[config.mk]
export PLATFORM = sky130hd
export DESIGN_NAME = ocp_top
export DESIGN_NICKNAME = d
export VERILOG_FILES = /design/src/logic/ocp_pkg.sv /design/src/logic/ocp_pin_if.sv /design/src/logic/ocp_top.sv /design/src/logic/ocp_sync.sv /design/src/logic/ocp_pin_drv.sv
export VERILOG_INCLUDE_DIRS = /design/src /design/src/logic
export SDC_FILE = /design/constraint.sdc
export NUM_CORES = 1
export LEC_CHECK = 0
export ABC_AREA = 1
export BUFFER_PORTS_ARGS = -buffer_cell sky130_fd_sc_hd__buf_2
export CORE_ASPECT_RATIO = 2
export CORE_UTILIZATION = 50
export DETAILED_ROUTE_END_ITERATION = 8
export HOLD_SLACK_MARGIN = 0.02
export PLACE_DENSITY = 0.72
export SYNTH_ARGS = -nofsm -noshare
export SYNTH_HDL_FRONTEND = slang
export SYNTH_HIERARCHICAL = 1
export SYNTH_SLANG_ARGS = --single-unit
[constraint.sdc]
create_clock -name REF_CLK_I -period 2.9 [get_ports REF_CLK_I]
set_clock_uncertainty 0.15 [all_clocks]
set_input_delay 0.435 -clock REF_CLK_I [delete_from_list [all_inputs] [get_ports REF_CLK_I]]
set_output_delay 0.435 -clock REF_CLK_I [all_outputs]
set_load 0.05 [all_outputs]
[src/logic/ocp_params.svh]
// Register indices, field positions, mode codes and reset values of the compare block
`ifndef OCP_PARAMS_SVH
`define OCP_PARAMS_SVH
`define OCP_IDX_SEC_BASE 12'h180
`define OCP_IDX_PRI_BASE 12'h182
`define OCP_IDX_CTL_BASE 12'h184
`define OCP_IDX_CH_STRIDE 12'h006
`define OCP_IDX_FLAG 12'h1A0
`define OCP_BIT_TSEL 3
`define OCP_BIT_FLT 4
`define OCP_BIT_SIDL 13
`define OCP_MODE_OFF 3'h0
`define OCP_MODE_LOW 3'h1
`define OCP_MODE_HIGH 3'h2
`define OCP_MODE_TGL 3'h3
`define OCP_MODE_SINGLE 3'h4
`define OCP_MODE_CONT 3'h5
`define OCP_MODE_PWM 3'h6
`define OCP_MODE_PWM_FLT 3'h7
`define OCP_RST_WORD 16'h0000
`define OCP_RST_MODE 3'h0
`endif

[src/logic/ocp_pkg.sv]
// Shared types of the compare block
package ocp_pkg;
  typedef logic [15:0] ocp_word_t;
  typedef enum logic [1:0] {OCP_PW_WAIT, OCP_PW_HIGH, OCP_PW_DONE} ocp_pulse_t;
endpackage

[src/logic/ocp_pin_if.sv]
// Interface between channel logic and its pin driver
`timescale 1ns/1ps
interface ocp_pin_if;
  logic level;
  logic tristate;
  logic hold;
  logic pin;
  logic oe_b;
  modport ctl (output level, output tristate, output hold, input pin, input oe_b);
  modport drv (input level, input tristate, input hold, output pin, output oe_b);
endinterface

[src/logic/ocp_top.sv]
// Output compare and PWM channels with APB register access
//
// Contract
// - Timer select bit 3, first timer default
// - Modes 1,2,3: match drives low, high, toggle
// - Simple modes compare primary against selected timer
// - Rollover without match leaves pin unchanged
// - Mode 4 single pulse, mode 5 continuous
// - Primary starts pulse, secondary ends it
// - Another single pulse needs mode 4 rewrite
// - PWM modes 6,7; primary read-only duty latch
// - Mode 7 fault low tri-states the pin
// - Read-only fault status at control bit 4
// - Fault holds until pin high and PWM mode rewritten
// - PWM period follows timer period plus one
// - Rollover: pin high, latch duty, timer flag
// - Zero duty keeps pin low all period
// - Duty above period keeps pin high
// - Sleep holds pin level, resumes on wake
// - Channel count configurable, four or two
// - Compare flag set in modes 1 to 5, not when off or in PWM
// - Idle runs only if allowed and timer runs
`timescale 1ns/1ps
`include "ocp_params.svh"
module ocp_top #(
  parameter int N_CH = 4
) (
  input wire logic REF_CLK_I,
  input wire logic RST_B_I,
  input wire logic PSEL_I,
  input wire logic PENABLE_I,
  input wire logic PWRITE_I,
  input wire logic [15:0] PADDR_I,
  input wire logic [31:0] PWDATA_I,
  output logic [31:0] PRDATA_O,
  output logic PREADY_O,
  output logic PSLVERR_O,
  input wire logic [1:0][15:0] TIMER_COUNT_I,
  input wire logic [1:0][15:0] TIMER_PERIOD_VALUE_I,
  input wire logic [1:0] TIMER_TICK_I,
  input wire logic [1:0] TIMER_RUN_BIT_I,
  input wire logic [1:0] TIMER_IDLE_RUN_I,
  input wire logic CPU_IDLE_I,
  input wire logic CPU_SLEEP_I,
  input wire logic [N_CH-1:0] FAULT_INPUT_PIN_I,
  output logic [N_CH-1:0] COMPARE_OUTPUT_PIN_O,
  output logic [N_CH-1:0] COMPARE_OUTPUT_PIN_OE_B_O,
  output logic [1:0] TIMER_FLAG_SET_O
);
  // Bus phase decode
  logic apb_setup;
  logic apb_wr;
  logic addr_ok;
  logic [11:0] idx;
  logic [N_CH-1:0] hit_sec;
  logic [N_CH-1:0] hit_pri;
  logic [N_CH-1:0] hit_ctl;
  logic hit_flag;
  logic any_hit;
  logic [15:0] rd_word;
  logic [31:0] prdata_r;
  logic err_r;

  // Per-channel views for readback and timer flags
  logic [N_CH-1:0][15:0] sec_v;
  logic [N_CH-1:0][15:0] pri_v;
  logic [N_CH-1:0][15:0] ctl_v;
  logic [N_CH-1:0] evt_v;
  logic [N_CH-1:0] roll_v;
  logic [N_CH-1:0] tsel_v;
  logic [N_CH-1:0] flt_s;
  logic [1:0] tflag_r;

  assign apb_setup = PSEL_I && !PENABLE_I;
  assign apb_wr = PSEL_I && PENABLE_I && PWRITE_I;
  assign idx = PADDR_I[13:2];
  // Only word-aligned addresses in the low window decode
  assign addr_ok = (PADDR_I[15:14] == 2'h0) && (PADDR_I[1:0] == 2'h0);
  assign hit_flag = addr_ok && (idx == `OCP_IDX_FLAG);

  // Fault pins are asynchronous to the peripheral clock
  ocp_sync #(
    .W(N_CH)
  ) u_flt_sync (
    .clk_i(REF_CLK_I),
    .rst_b_i(RST_B_I),
    .d_i(FAULT_INPUT_PIN_I),
    .q_o(flt_s)
  );

  for (genvar c = 0; c < N_CH; c++) begin : g_ch
    localparam logic [11:0] SEC_IDX = 12'(`OCP_IDX_SEC_BASE + c * `OCP_IDX_CH_STRIDE);
    localparam logic [11:0] PRI_IDX = 12'(`OCP_IDX_PRI_BASE + c * `OCP_IDX_CH_STRIDE);
    localparam logic [11:0] CTL_IDX = 12'(`OCP_IDX_CTL_BASE + c * `OCP_IDX_CH_STRIDE);

    logic [2:0] mode_r;
    logic tsel_r;
    logic sidl_r;
    logic flt_r;
    logic rearm_r;
    logic evt_r;
    logic lvl_r;
    ocp_pkg::ocp_word_t pri_r;
    ocp_pkg::ocp_word_t sec_r;
    ocp_pkg::ocp_pulse_t pst_r;
    logic wr_ctl;
    logic wr_pwm;
    logic [2:0] wmode;
    logic simple;
    logic dual;
    logic pwm;
    logic can_run;
    logic step;
    logic roll;
    logic match;
    logic start_hit;
    logic stop_hit;
    logic cmp_evt;
    logic [15:0] cnt;
    logic [15:0] per;
    logic [15:0] nxt_cnt;
    ocp_pin_if pif ();

    assign hit_sec[c] = addr_ok && (idx == SEC_IDX);
    assign hit_pri[c] = addr_ok && (idx == PRI_IDX);
    assign hit_ctl[c] = addr_ok && (idx == CTL_IDX);
    assign wr_ctl = apb_wr && hit_ctl[c];
    assign wmode = PWDATA_I[2:0];
    assign wr_pwm = wr_ctl && (wmode[2:1] == 2'b11);

    // Mode classes
    assign simple = !mode_r[2] && (mode_r != `OCP_MODE_OFF);
    assign dual = (mode_r[2:1] == 2'b10);
    assign pwm = (mode_r[2:1] == 2'b11);

    // Selected time base
    assign cnt = TIMER_COUNT_I[tsel_r];
    assign per = TIMER_PERIOD_VALUE_I[tsel_r];

    // Idle keeps running only when neither side opts out
    assign can_run = TIMER_RUN_BIT_I[tsel_r] && !CPU_SLEEP_I &&
      !(CPU_IDLE_I && (sidl_r || !TIMER_IDLE_RUN_I[tsel_r]));

    // A disabled channel never sees a timer step
    assign step = (mode_r != `OCP_MODE_OFF) && TIMER_TICK_I[tsel_r] && can_run;

    // Compare against the value the timer takes on this increment
    assign roll = (cnt == per);
    assign nxt_cnt = roll ? 16'h0000 : 16'(cnt + 16'h0001);
    assign match = step && (nxt_cnt == pri_r);
    assign start_hit = step && dual && (pst_r == ocp_pkg::OCP_PW_WAIT) &&
      (nxt_cnt == pri_r);
    assign stop_hit = step && dual && (pst_r == ocp_pkg::OCP_PW_HIGH) &&
      (nxt_cnt == sec_r);
    assign cmp_evt = (simple && match) || start_hit || stop_hit;

    // Control word fields; fault status is not writable
    always_ff @(posedge REF_CLK_I) begin
      if (!RST_B_I) begin
        mode_r <= `OCP_RST_MODE;
        tsel_r <= 1'b0;
        sidl_r <= 1'b0;
      end else if (wr_ctl) begin
        mode_r <= wmode;
        tsel_r <= PWDATA_I[`OCP_BIT_TSEL];
        sidl_r <= PWDATA_I[`OCP_BIT_SIDL];
      end
    end

    // Primary register turns into the duty latch in PWM modes
    always_ff @(posedge REF_CLK_I) begin
      if (!RST_B_I) begin
        pri_r <= `OCP_RST_WORD;
      end else if (step && pwm && roll) begin
        pri_r <= sec_r;
      end else if (apb_wr && hit_pri[c] && !pwm) begin
        pri_r <= PWDATA_I[15:0];
      end
    end

    // Secondary register, the software-side duty buffer in PWM
    always_ff @(posedge REF_CLK_I) begin
      if (!RST_B_I) begin
        sec_r <= `OCP_RST_WORD;
      end else if (apb_wr && hit_sec[c]) begin
        sec_r <= PWDATA_I[15:0];
      end
    end

    // Dual compare pulse sequencer; a finished single pulse waits for a rewrite
    always_ff @(posedge REF_CLK_I) begin
      if (!RST_B_I) begin
        pst_r <= ocp_pkg::OCP_PW_WAIT;
      end else if (wr_ctl && (wmode == `OCP_MODE_SINGLE || wmode == `OCP_MODE_CONT)) begin
        pst_r <= ocp_pkg::OCP_PW_WAIT;
      end else begin
        case (pst_r)
          ocp_pkg::OCP_PW_WAIT: begin
            if (start_hit) begin
              pst_r <= ocp_pkg::OCP_PW_HIGH;
            end
          end
          ocp_pkg::OCP_PW_HIGH: begin
            if (stop_hit) begin
              pst_r <= (mode_r == `OCP_MODE_CONT) ? ocp_pkg::OCP_PW_WAIT
                                                 : ocp_pkg::OCP_PW_DONE;
            end
          end
          ocp_pkg::OCP_PW_DONE: begin
            pst_r <= ocp_pkg::OCP_PW_DONE;
          end
          default: begin
            pst_r <= ocp_pkg::OCP_PW_WAIT;
          end
        endcase
      end
    end

    // Output level; nothing moves without a timer step
    always_ff @(posedge REF_CLK_I) begin
      if (!RST_B_I) begin
        lvl_r <= 1'b0;
      end else if (step) begin
        case (mode_r)
          `OCP_MODE_LOW: begin
            if (match) begin
              lvl_r <= 1'b0;
            end
          end
          `OCP_MODE_HIGH: begin
            if (match) begin
              lvl_r <= 1'b1;
            end
          end
          `OCP_MODE_TGL: begin
            if (match) begin
              lvl_r <= !lvl_r;
            end
          end
          `OCP_MODE_SINGLE, `OCP_MODE_CONT: begin
            if (start_hit) begin
              lvl_r <= 1'b1;
            end else if (stop_hit) begin
              lvl_r <= 1'b0;
            end
          end
          `OCP_MODE_PWM, `OCP_MODE_PWM_FLT: begin
            // Duty above the period never matches, so the pin stays high
            if (roll) begin
              lvl_r <= (sec_r != 16'h0000);
            end else if (nxt_cnt == pri_r) begin
              lvl_r <= 1'b0;
            end
          end
          default: begin
            lvl_r <= lvl_r;
          end
        endcase
      end
    end

    // Fault latch; a new low on the pin beats any release
    always_ff @(posedge REF_CLK_I) begin
      if (!RST_B_I) begin
        flt_r <= 1'b0;
      end else if (mode_r == `OCP_MODE_PWM_FLT && !flt_s[c]) begin
        flt_r <= 1'b1;
      end else if (flt_r && flt_s[c] && (rearm_r || wr_pwm)) begin
        flt_r <= 1'b0;
      end
    end

    // Remembers a PWM rewrite made while the fault pin was still low
    always_ff @(posedge REF_CLK_I) begin
      if (!RST_B_I) begin
        rearm_r <= 1'b0;
      end else if (!flt_r) begin
        rearm_r <= 1'b0;
      end else if (wr_pwm) begin
        rearm_r <= 1'b1;
      end
    end

    // Compare event flag; a new event wins over a clear
    always_ff @(posedge REF_CLK_I) begin
      if (!RST_B_I) begin
        evt_r <= 1'b0;
      end else if (cmp_evt) begin
        evt_r <= 1'b1;
      end else if (apb_wr && hit_flag && PWDATA_I[c]) begin
        evt_r <= 1'b0;
      end
    end

    // Readback word of the control register
    always_comb begin
      ctl_v[c] = 16'h0000;
      ctl_v[c][2:0] = mode_r;
      ctl_v[c][`OCP_BIT_TSEL] = tsel_r;
      ctl_v[c][`OCP_BIT_FLT] = flt_r;
      ctl_v[c][`OCP_BIT_SIDL] = sidl_r;
    end

    assign sec_v[c] = sec_r;
    assign pri_v[c] = pri_r;
    assign evt_v[c] = evt_r;
    assign tsel_v[c] = tsel_r;
    assign roll_v[c] = step && pwm && roll;

    // Pin driver freezes its outputs while the clocks are stopped
    assign pif.level = lvl_r;
    assign pif.tristate = flt_r;
    assign pif.hold = CPU_SLEEP_I;
    ocp_pin_drv u_drv (
      .clk_i(REF_CLK_I),
      .rst_b_i(RST_B_I),
      .pin_if(pif.drv)
    );
    assign COMPARE_OUTPUT_PIN_O[c] = pif.pin;
    assign COMPARE_OUTPUT_PIN_OE_B_O[c] = pif.oe_b;
  end

  // Read mux; an address that hits nothing answers with an error
  always_comb begin
    rd_word = 16'h0000;
    any_hit = hit_flag;
    if (hit_flag) begin
      rd_word[N_CH-1:0] = evt_v;
    end
    for (int c = 0; c < N_CH; c++) begin
      if (hit_sec[c]) begin
        rd_word = sec_v[c];
      end
      if (hit_pri[c]) begin
        rd_word = pri_v[c];
      end
      if (hit_ctl[c]) begin
        rd_word = ctl_v[c];
      end
      any_hit = any_hit || hit_sec[c] || hit_pri[c] || hit_ctl[c];
    end
  end

  // Read data and error are captured in the setup cycle, so the access never waits
  always_ff @(posedge REF_CLK_I) begin
    if (!RST_B_I) begin
      prdata_r <= 32'h00000000;
      err_r <= 1'b0;
    end else if (apb_setup) begin
      prdata_r <= {16'h0000, rd_word};
      err_r <= !any_hit;
    end
  end

  // Timer flag requests from PWM rollovers, one per time base
  always_ff @(posedge REF_CLK_I) begin
    if (!RST_B_I) begin
      tflag_r <= 2'h0;
    end else begin
      tflag_r[0] <= |(roll_v & ~tsel_v);
      tflag_r[1] <= |(roll_v & tsel_v);
    end
  end

  assign PRDATA_O = prdata_r;
  assign PREADY_O = 1'b1;
  assign PSLVERR_O = PSEL_I && PENABLE_I && err_r;
  assign TIMER_FLAG_SET_O = tflag_r;
endmodule

[src/logic/ocp_sync.sv]
// Two-stage synchroniser for asynchronous pin inputs
`timescale 1ns/1ps
module ocp_sync #(
  parameter int W = 1
) (
  input wire logic clk_i,
  input wire logic rst_b_i,
  input wire logic [W-1:0] d_i,
  output logic [W-1:0] q_o
);
  logic [W-1:0] meta_r;

  // First stage feeds only the second; pins idle high after reset
  always_ff @(posedge clk_i) begin
    if (!rst_b_i) begin
      meta_r <= '1;
      q_o <= '1;
    end else begin
      meta_r <= d_i;
      q_o <= meta_r;
    end
  end
endmodule

[src/logic/ocp_pin_drv.sv]
// Output pin driver with high-impedance release and sleep hold
`timescale 1ns/1ps
module ocp_pin_drv (
  input wire logic clk_i,
  input wire logic rst_b_i,
  ocp_pin_if.drv pin_if
);
  logic pin_r;
  logic oe_b_r;

  // While held, the pin keeps the level it had when the clocks stopped
  always_ff @(posedge clk_i) begin
    if (!rst_b_i) begin
      pin_r <= 1'b0;
      oe_b_r <= 1'b0;
    end else if (!pin_if.hold) begin
      pin_r <= pin_if.level;
      oe_b_r <= pin_if.tristate;
    end
  end

  assign pin_if.pin = pin_r;
  assign pin_if.oe_b = oe_b_r;
endmodule

==> results of run 1 <==
-- routing by layer --
| metal | overflow | global-route usage |
|---|---|---|
| met1 | 0 | 0.5085 |
| met2 | 9 | 0.8722 |
| met3 | 0 | 0.2077 |
| met4 | 11 | 0.6360 |
| met5 | 0 | 0 |
-- cells by family after synthesis --
| group | after synthesis | share of synthesized area |
|---|---|---|
| compound gates | 545 | 0.1614 |
| xor+xnor | 26 | 0.01199 |
| fa+ha+maj | 4 | 0.002636 |
| buf+inv | 578 | 0.1313 |
| flops | 207 | 0.2183 |
| other cells | 2 | 0.0003955 |
| simple gates | 2220 | 0.4739 |
-- timing repair --
action / 4_1_cts
cloned: 8
endpoints found under the setup margin: 82
hold endpoints to repair: 4
pin swaps: 42
resized for setup: 190
hold buffers: 4
buffers inserted: 20
-- stage by stage --
stage | setup TNS (ns) | hold WS, ns | instances | worst slack, ns
after floorplan | 0 | 0.2295 | 3597 | 0.2389
after global placement | -12.45 | 0.2389 | 4494 | -0.4449
after detailed placement | -14.69 | 0.2479 | 4494 | -0.4733
after CTS | -0.4137 | 0.1299 | 4559 | -0.08757
==> flow_summary_export.csv, run 1 <==
group,metric,value,unit
grt,grt_pass1_vias,26859,
synth,seq_area_frac_synth,0.2183,
clocking,cts_sinks,207,
clocking,clockBufferDepth,3,
grt,grt_pass1_wl,162200,um
clocking,cts-root-buf,"clkbuf_16",
synth,synth_top_area_cell,"nand2_1",
place,dp_hpwl,76640,um
synth,synth.area.top_cells,"nand2_1 30%, dfxtp_1 22%, inv_1 7.8%",
floorplanning,fp.dieH,277.6,um
synth,synth_top_area_frac,0.2973,
synth,syn_avg_cell_area,5.301,um^2
clocking,h-tree-depth,1,
floorplanning,initial_core_util,0.5092,
grt,overflow,20,
place,place_congestion,1.085,
synth,synth_most_common_cell,"nand2_1",
clocking,numCtsBuffers,19,
floorplanning,ioPinCount,173,
grt,grt_use_total,0.5507,
grt,grt_max_degree,49,
synth,yosysWarnings,6,
synth,synth-edff-count,0,
synth,ys_async_sr_fraction,0,
synth,synth_cell_types,44,
outcome,error,"[ERROR GRT-0116] Global routing finished with congestion. Check the congestion regions in the DRC Viewer.",
synth,synth_commonest_cells,"1504 x nand2_1, 394 x inv_1, 362 x nor2_1",
place,port_buffers,139,
synth,synth-seq-cells,207,
synth,synth_ff_type,"dfxtp_1",
outcome,status,"did not finish",
outcome,stop_stage,"global routing (5_1_grt)",
synth,syn-cell-area,18990,um^2
floorplanning,num_rows,100,
floorplanning,die_w,139.8,um
place,postPlaceCellArea,23350,um^2
synth,syn_inst,3582,
==> run 2, diff against run 1 <==
Settings changed: CORE_ASPECT_RATIO 2 to unset, CORE_UTILIZATION 50 to 35, HOLD_SLACK_MARGIN 0.02 to unset, PLACE_DENSITY 0.72 to unset, PLACE_DENSITY_LB_ADDON set to 0.15.
Clock period 2.9 ns to 3.8 ns, I/O delays scaled along.
==> run 2 against run 1 <==
Effect of this change: the run now ends clean; synthesized cell count stayed put; synthesized area did not move.
==> flow_summary_export.csv, run 2 <==
group,metric,value,unit
cells_and_area,multi_input_area,12450,um^2
worst_hold_path,worstHoldPathType,"in -> reg",
power,switching_share,0.3164,
worst_setup_path,cp.arrival,3.81,ns
floorplanning,die_w,234.9,um
synth,syn_inst,3582,
place,port_buffers,139,
worst_setup_path,cp-start-kind,"flop",
synth,synth.area.top_cells,"nand2_1 30%, dfxtp_1 22%, inv_1 7.8%",
synth,seq_area_frac_synth,0.2183,
power,power.switching,0.001820,W
grt,overflow,0,
worst_setup_path,critPathKind,"reg -> reg",
power,vdd_drop_max,0.2915,mV
detailed_routing,wl_per_cell,19.42,um
floorplanning,initial_core_util,0.3577,
synth,syn-cell-area,18990,um^2
worst_setup_path,crit_required,4.09,ns
clocking,cts_tree,"yes",
power,intPower,0.003933,W
synth,syn_avg_cell_area,5.301,um^2
power,leakagePower,10.45,nW
timing,setup_viol_count_final,0,
floorplanning,fp.dieH,234.9,um
clocking,path_clk_slew,0.06,ns
timing,period_needed,3.523,ns
timing,drv_slew,0,
detailed_routing,route.vias.total,23189,
timing,fmax,283.8,MHz
clocking,cts_sinks,207,
synth,synth_most_common_cell,"nand2_1",
clocking,clockBufferDepth,3,
cells_and_area,drive_gt1_frac,0.08446,
worst_setup_path,worstPathMaxFanout,57,
outcome,status,"completed",
timing,grt_setup_unrepaired,"false",
power,seqPwrFrac,0.380,
clocking,cts-root-buf,"clkbuf_16",
grt,grt_max_degree,89,
detailed_routing,drc,0,
floorplanning,num_rows,84,
synth,synth_commonest_cells,"1504 x nand2_1, 394 x inv_1, 362 x nor2_1",
detailed_routing,ant_nets,0,
power,clkPwrFrac,0.431,
cells_and_area,antenna_cells,0,
synth,yosysWarnings,6,
timing,timing.final.crit_share,0.9271,
worst_hold_path,hold_start,"FAULT_INPUT_PIN_I[0]",
cells_and_area,final_common_cell,"nand2_1",
place,place_inst,4342,
synth,synth_top_area_frac,0.2973,
clocking,postCtsHoldBufs,0,
timing,hold_viol_final,0,
synth,synth_top_area_cell,"nand2_1",
floorplanning,ioPinCount,173,
synth,ys_async_sr_fraction,0,
detailed_routing,firstDrtPassIters,5,
detailed_routing,viasPerCell,5.292,
clocking,h-tree-depth,1,
cells_and_area,syn_to_final_growth,12.14,%
synth,synth_ff_type,"dfxtp_1",
grt,grt_use_total,0.2979,
clocking,post_cts_buffers,0,
grt,grt_pass1_wl,126400,um
grt,grt_pass1_vias,20373,
synth,synth_cell_types,44,
worst_setup_path,critPathCaptureType,"flop",
timing,finalSetupTns,0,ns
grt,antenna_found_initial,1,
detailed_routing,first_iter_violations,2583,
floorplanning,core_area,53080,um^2
clocking,clock_latency,0.56,ns
worst_setup_path,r2r-start,"g_ch[3].tsel_r$_SDFFE_PN0P_",
cells_and_area,seq_area,4151,um^2
power,p_per_area,270.2,nW/um^2
floorplanning,dieArea,55180,um^2
place,place_congestion,0.9896,
timing,worst_pin_slew,0.9744,ns
cells_and_area,nets,3813,
detailed_routing,routed_wl,85120,um
place,dp_hpwl,66750,um
timing,relSlewSlack,0.3497,
cells_and_area,final_cell_mix,"1504 x nand2_1, 393 x inv_1, 361 x nor2_1",
cells_and_area,final-instance-count-excl-fill,4382,
worst_setup_path,crit_start,"g_ch[3].tsel_r$_SDFFE_PN0P_",
flow_run,maxCapViolCount,0,
synth,synth-seq-cells,207,
synth,synth-edff-count,0,
clocking,numCtsBuffers,24,
cells_and_area,nFillCells,5972,
power,comb_power_share,0.189,
==> run 2: cell counts after synthesis <==
No cell type changed its count.
==> run 2: repair_timing <==
item | CTS | global route
gates resized for setup | 0 | 2
endpoints found under the hold margin | 0 | 0
endpoints found under the setup margin | 0 | 2
==> run 2: worst max-delay path, cell delays in order (launching register included) <==
cell	delay, ns
dfxtp_2	0.34
buf_12	0.19
buf_4	0.22
nand2_1	0.07
nand2_1	0.25
nand2_1	0.15
nand2_1	0.07
nor2_1	0.13
nand2_1	0.08
nor2_1	0.26
nand2_1	0.15
buf_12	0.20
nand3b_1	0.11
nand2_1	0.05
nor2_1	0.11
nand2_1	0.09
nor2_2	0.24
nand2_1	0.11
a21oi_1	0.20
nand3_1	0.10
nand2_1	0.06
nor2_1	0.04
==> run 2: stage by stage <==
| step | utilization | cell area (um^2) | hold WS (ns) | power [W] | worst slack (ns) |
|---|---|---|---|---|---|
| 2_1_floorplan | - | 19040 | 0.2295 | 0.002881 | 1.038 |
| 3_3_place_gp | 0.3859 | 20480 | 0.2394 | 0.003292 | 0.2783 |
| 3_5_place_dp | 0.3859 | 20480 | 0.2415 | 0.003289 | 0.2139 |
| 4_1_cts | 0.4011 | 21290 | 0.03099 | 0.005749 | 0.3013 |
| 5_1_grt | 0.4012 | 21290 | 0.04319 | 0.005960 | 0.02188 |
| 6_report | 0.4012 | 21290 | 0.03608 | 0.005754 | 0.2769 |
==> run 2: cells by family after synthesis <==
| kind of cell | share of synthesized area |
|---|---|
| other | 0.0003955 |
| and+or+nand+nor | 0.4739 |
| adders and majority gates | 0.002636 |
| AOI/OAI and AO/OA | 0.1614 |
| buffers and inverters | 0.1313 |
| DFF | 0.2183 |
| xor gates and xnor gates | 0.01199 |
==> run 2: path summary, 6_finish.rpt <==
path | end | slack [ns] | cells past startpoint
worst min-delay path | u_flt_sync/meta_r[0]$_SDFF_PN1_ | 0.04 | 3
worst max-delay path | g_ch[3].lvl_r$_SDFFE_PN0P_ | 0.28 | 21
worst max register to register | g_ch[3].lvl_r$_SDFFE_PN0P_ | 0.28 | 21
worst min register to register | u_flt_sync/q_o[3]$_SDFF_PN1_ | 0.25 | 2
==> run 2: power groups by stage <==
stage	clock network (W)	registers [W]	logic [W]
after floorplan	0	0.00224	0.000638
after global placement	0	0.00223	0.00106
after detailed placement	0	0.00223	0.00106
after global routing	0.00259	0.00219	0.00118
final	0.00248	0.00219	0.00109
after CTS	0.00250	0.00219	0.00106
==> run 2: layout make-up <==
cell class                      count  share of cell area
Timing Repair Buffer              225             0.06958
Tap cell                          688             0.04043
Inverter                          410             0.07263
Sequential cell                   207              0.1950
Clock inverter                      9            0.005935
Clock buffer                       31             0.03191
Multi-Input combinational cell   2812              0.5845
==> run 2: layer usage <==
metal / up-vias / share of wire / track usage
met5: - / 0 / 0
met4: 0 / 0.023 / 0.06738
met3: 110 / 0.091 / 0.05604
met2: 965 / 0.43 / 0.4563
met1: 10543 / 0.46 / 0.4274
li1: 11571 / - / -
Power figures use the tool's default switching activity.
==> run 3, diff against run 2 <==
Settings changed: MAX_ROUTING_LAYER set to met4.
==> run 3 against run 2 <==
Effect of this change: fmax down 1.2%; non-clock buffer count up 2; setup slack got worse by 0.044 ns; sequential share of layout area fell by 0.065 points; critical path depth down 1; core utilization rose by 0.13 points.
==> flow_summary_export.csv, run 3 (same netlist as run 2, synthesis figures left out) <==
group,metric,value,unit
floorplanning,ioPinCount,173,
clocking,cts_tree,"yes",
cells_and_area,nets,3815,
detailed_routing,viasPerCell,5.274,
cells_and_area,syn_to_final_growth,12.51,%
power,seqPwrFrac,0.367,
outcome,status,"completed",
clocking,post_cts_buffers,0,
worst_setup_path,critPathCaptureType,"flop",
timing,fmax,280.3,MHz
detailed_routing,met1_length,38310,um
worst_setup_path,cp-start-kind,"flop",
grt,overflow,0,
detailed_routing,wl_per_cell,19.36,um
clocking,postCtsHoldBufs,0,
clocking,cts_sinks,207,
clocking,path_clk_slew,0.07,ns
timing,relSlewSlack,0.3644,
cells_and_area,nFillCells,5995,
timing,timing.final.crit_share,0.9387,
timing,period_needed,3.567,ns
floorplanning,initial_core_util,0.3577,
cells_and_area,drive_gt1_frac,0.08595,
detailed_routing,route.vias.total,23141,
worst_hold_path,worstHoldPathType,"in -> reg",
clocking,cts-root-buf,"clkbuf_16",
floorplanning,fp.dieH,234.9,um
grt,grt_pass1_wl,125500,um
power,vdd_drop_max,0.2727,mV
cells_and_area,final_common_cell,"nand2_1",
detailed_routing,firstDrtPassIters,6,
grt,grt_pass1_vias,20266,
worst_setup_path,critPathKind,"reg -> reg",
floorplanning,die_w,234.9,um
detailed_routing,first_iter_violations,2555,
place,place_congestion,1.019,
floorplanning,num_rows,84,
timing,hold_slack,0.04120,ns
grt,grt_use_total,0.3058,
power,switching_share,0.3130,
clocking,h-tree-depth,1,
cells_and_area,final_cell_mix,"1504 x nand2_1, 393 x inv_1, 362 x nor2_1",
detailed_routing,dr_wl_met3,8469,um
power,leakagePower,10.47,nW
place,port_buffers,139,
place,place_inst,4344,
timing,finalWorstSetupSlack,0.2329,ns
detailed_routing,wl_met2,36060,um
worst_setup_path,cp.arrival,3.86,ns
power,comb_power_share,0.183,
clocking,clockBufferDepth,3,
detailed_routing,highest_layer,"met4",
worst_setup_path,crit_required,4.09,ns
grt,antenna_found_initial,1,
timing,setup_viol_count_final,0,
power,clkPwrFrac,0.451,
worst_setup_path,worstPathMaxFanout,18,
cells_and_area,final_util,0.4025,
timing,worst_pin_slew,0.9523,ns
power,power.switching,0.001866,W
clocking,cts_resized,0,
power,p_per_area,279.0,nW/um^2
floorplanning,core_area,53080,um^2
detailed_routing,drc,0,
clocking,clock_latency,0.56,ns
timing,finalSetupTns,0,ns
cells_and_area,antenna_cells,0,
detailed_routing,ant_nets,0,
grt,grt_max_degree,100,
timing,grt_setup_unrepaired,"false",
timing,drv_slew,0,
detailed_routing,routed_wl,84940,um
timing,hold_viol_final,0,
place,place_ws,0.2681,ns
floorplanning,dieArea,55180,um^2
power,intPower,0.004095,W
place,dp_hpwl,66660,um
cells_and_area,final-instance-count-excl-fill,4388,
clocking,numCtsBuffers,24,
flow_run,maxCapViolCount,0,
-- run 3: cell count changes in the layout (fill, tap and decap cells not counted), sizes merged --
cell,previous run,this run
inv,405,406
clkinvlp,1,3
clkinv,10,11
buf,225,227
bufinv,3,6
clkbuf,31,28
-- run 3: critical path, cell delays in order (launching register included) --
cell and delay [ns]:
dfxtp_2 0.34, inv_2 0.36, buf_4 0.33, nand2_1 0.07, nand2_1 0.22, nand2_1 0.13
nor2_1 0.22, nand2_1 0.09, nor2_1 0.12, xor2_1 0.27, nand2_1 0.12, nand2_1 0.07
nand2_1 0.05, nor2_1 0.12, nand2_1 0.10, nor2_2 0.19, nand3_1 0.16, nand3_1 0.14
nand3_1 0.08, nand2_1 0.07, nor2_1 0.04
-- run 3: final timing paths --
kind / from / to / slack (ns) / cells after the start
worst max-delay path: g_ch[1].tsel_r$_SDFFE_PN0P_ / g_ch[1].lvl_r$_SDFFE_PN0P_ / 0.23 / 20
worst min-delay path: FAULT_INPUT_PIN_I[0] / u_flt_sync/meta_r[0]$_SDFF_PN1_ / 0.04 / 3
worst max register to register: g_ch[1].tsel_r$_SDFFE_PN0P_ / g_ch[1].lvl_r$_SDFFE_PN0P_ / 0.23 / 20
worst min register to register: u_flt_sync/meta_r[0]$_SDFF_PN1_ / u_flt_sync/q_o[0]$_SDFF_PN1_ / 0.25 / 2
-- run 3: cell type report --
type	count	area, um^2	area share
clock buffers	28	636.9	0.02981
clock inverters	16	252.7	0.01183
inverters	410	1546	0.07239
multi-input cells	2812	12440	0.5825
flip-flops and latches	207	4151	0.1943
well taps	688	860.8	0.04030
repair buffers	227	1471	0.06888
-- run 3: metrics by stage --
step	power, W	cell area (um^2)
2_1_floorplan	0.002881	19040
3_3_place_gp	0.003292	20470
3_5_place_dp	0.003292	20470
4_1_cts	0.005970	21360
5_1_grt	0.006176	21360
6_report	0.005961	21360
-- run 3: power groups by stage --
stage	logic, W	clock network, W	registers (W)
floorplan	0.000638	0	0.00224
global placement	0.00106	0	0.00223
detailed placement	0.00106	0	0.00223
CTS	0.00106	0.00272	0.00219
global route	0.00119	0.00280	0.00219
finish	0.00109	0.00269	0.00219
-- run 3: per-layer routing --
metal / vias up / track usage
met5: - / -
met4: 0 / 0.06758
met3: 116 / 0.05804
met2: 959 / 0.4569
met1: 10467 / 0.4231
li1: 11599 / -
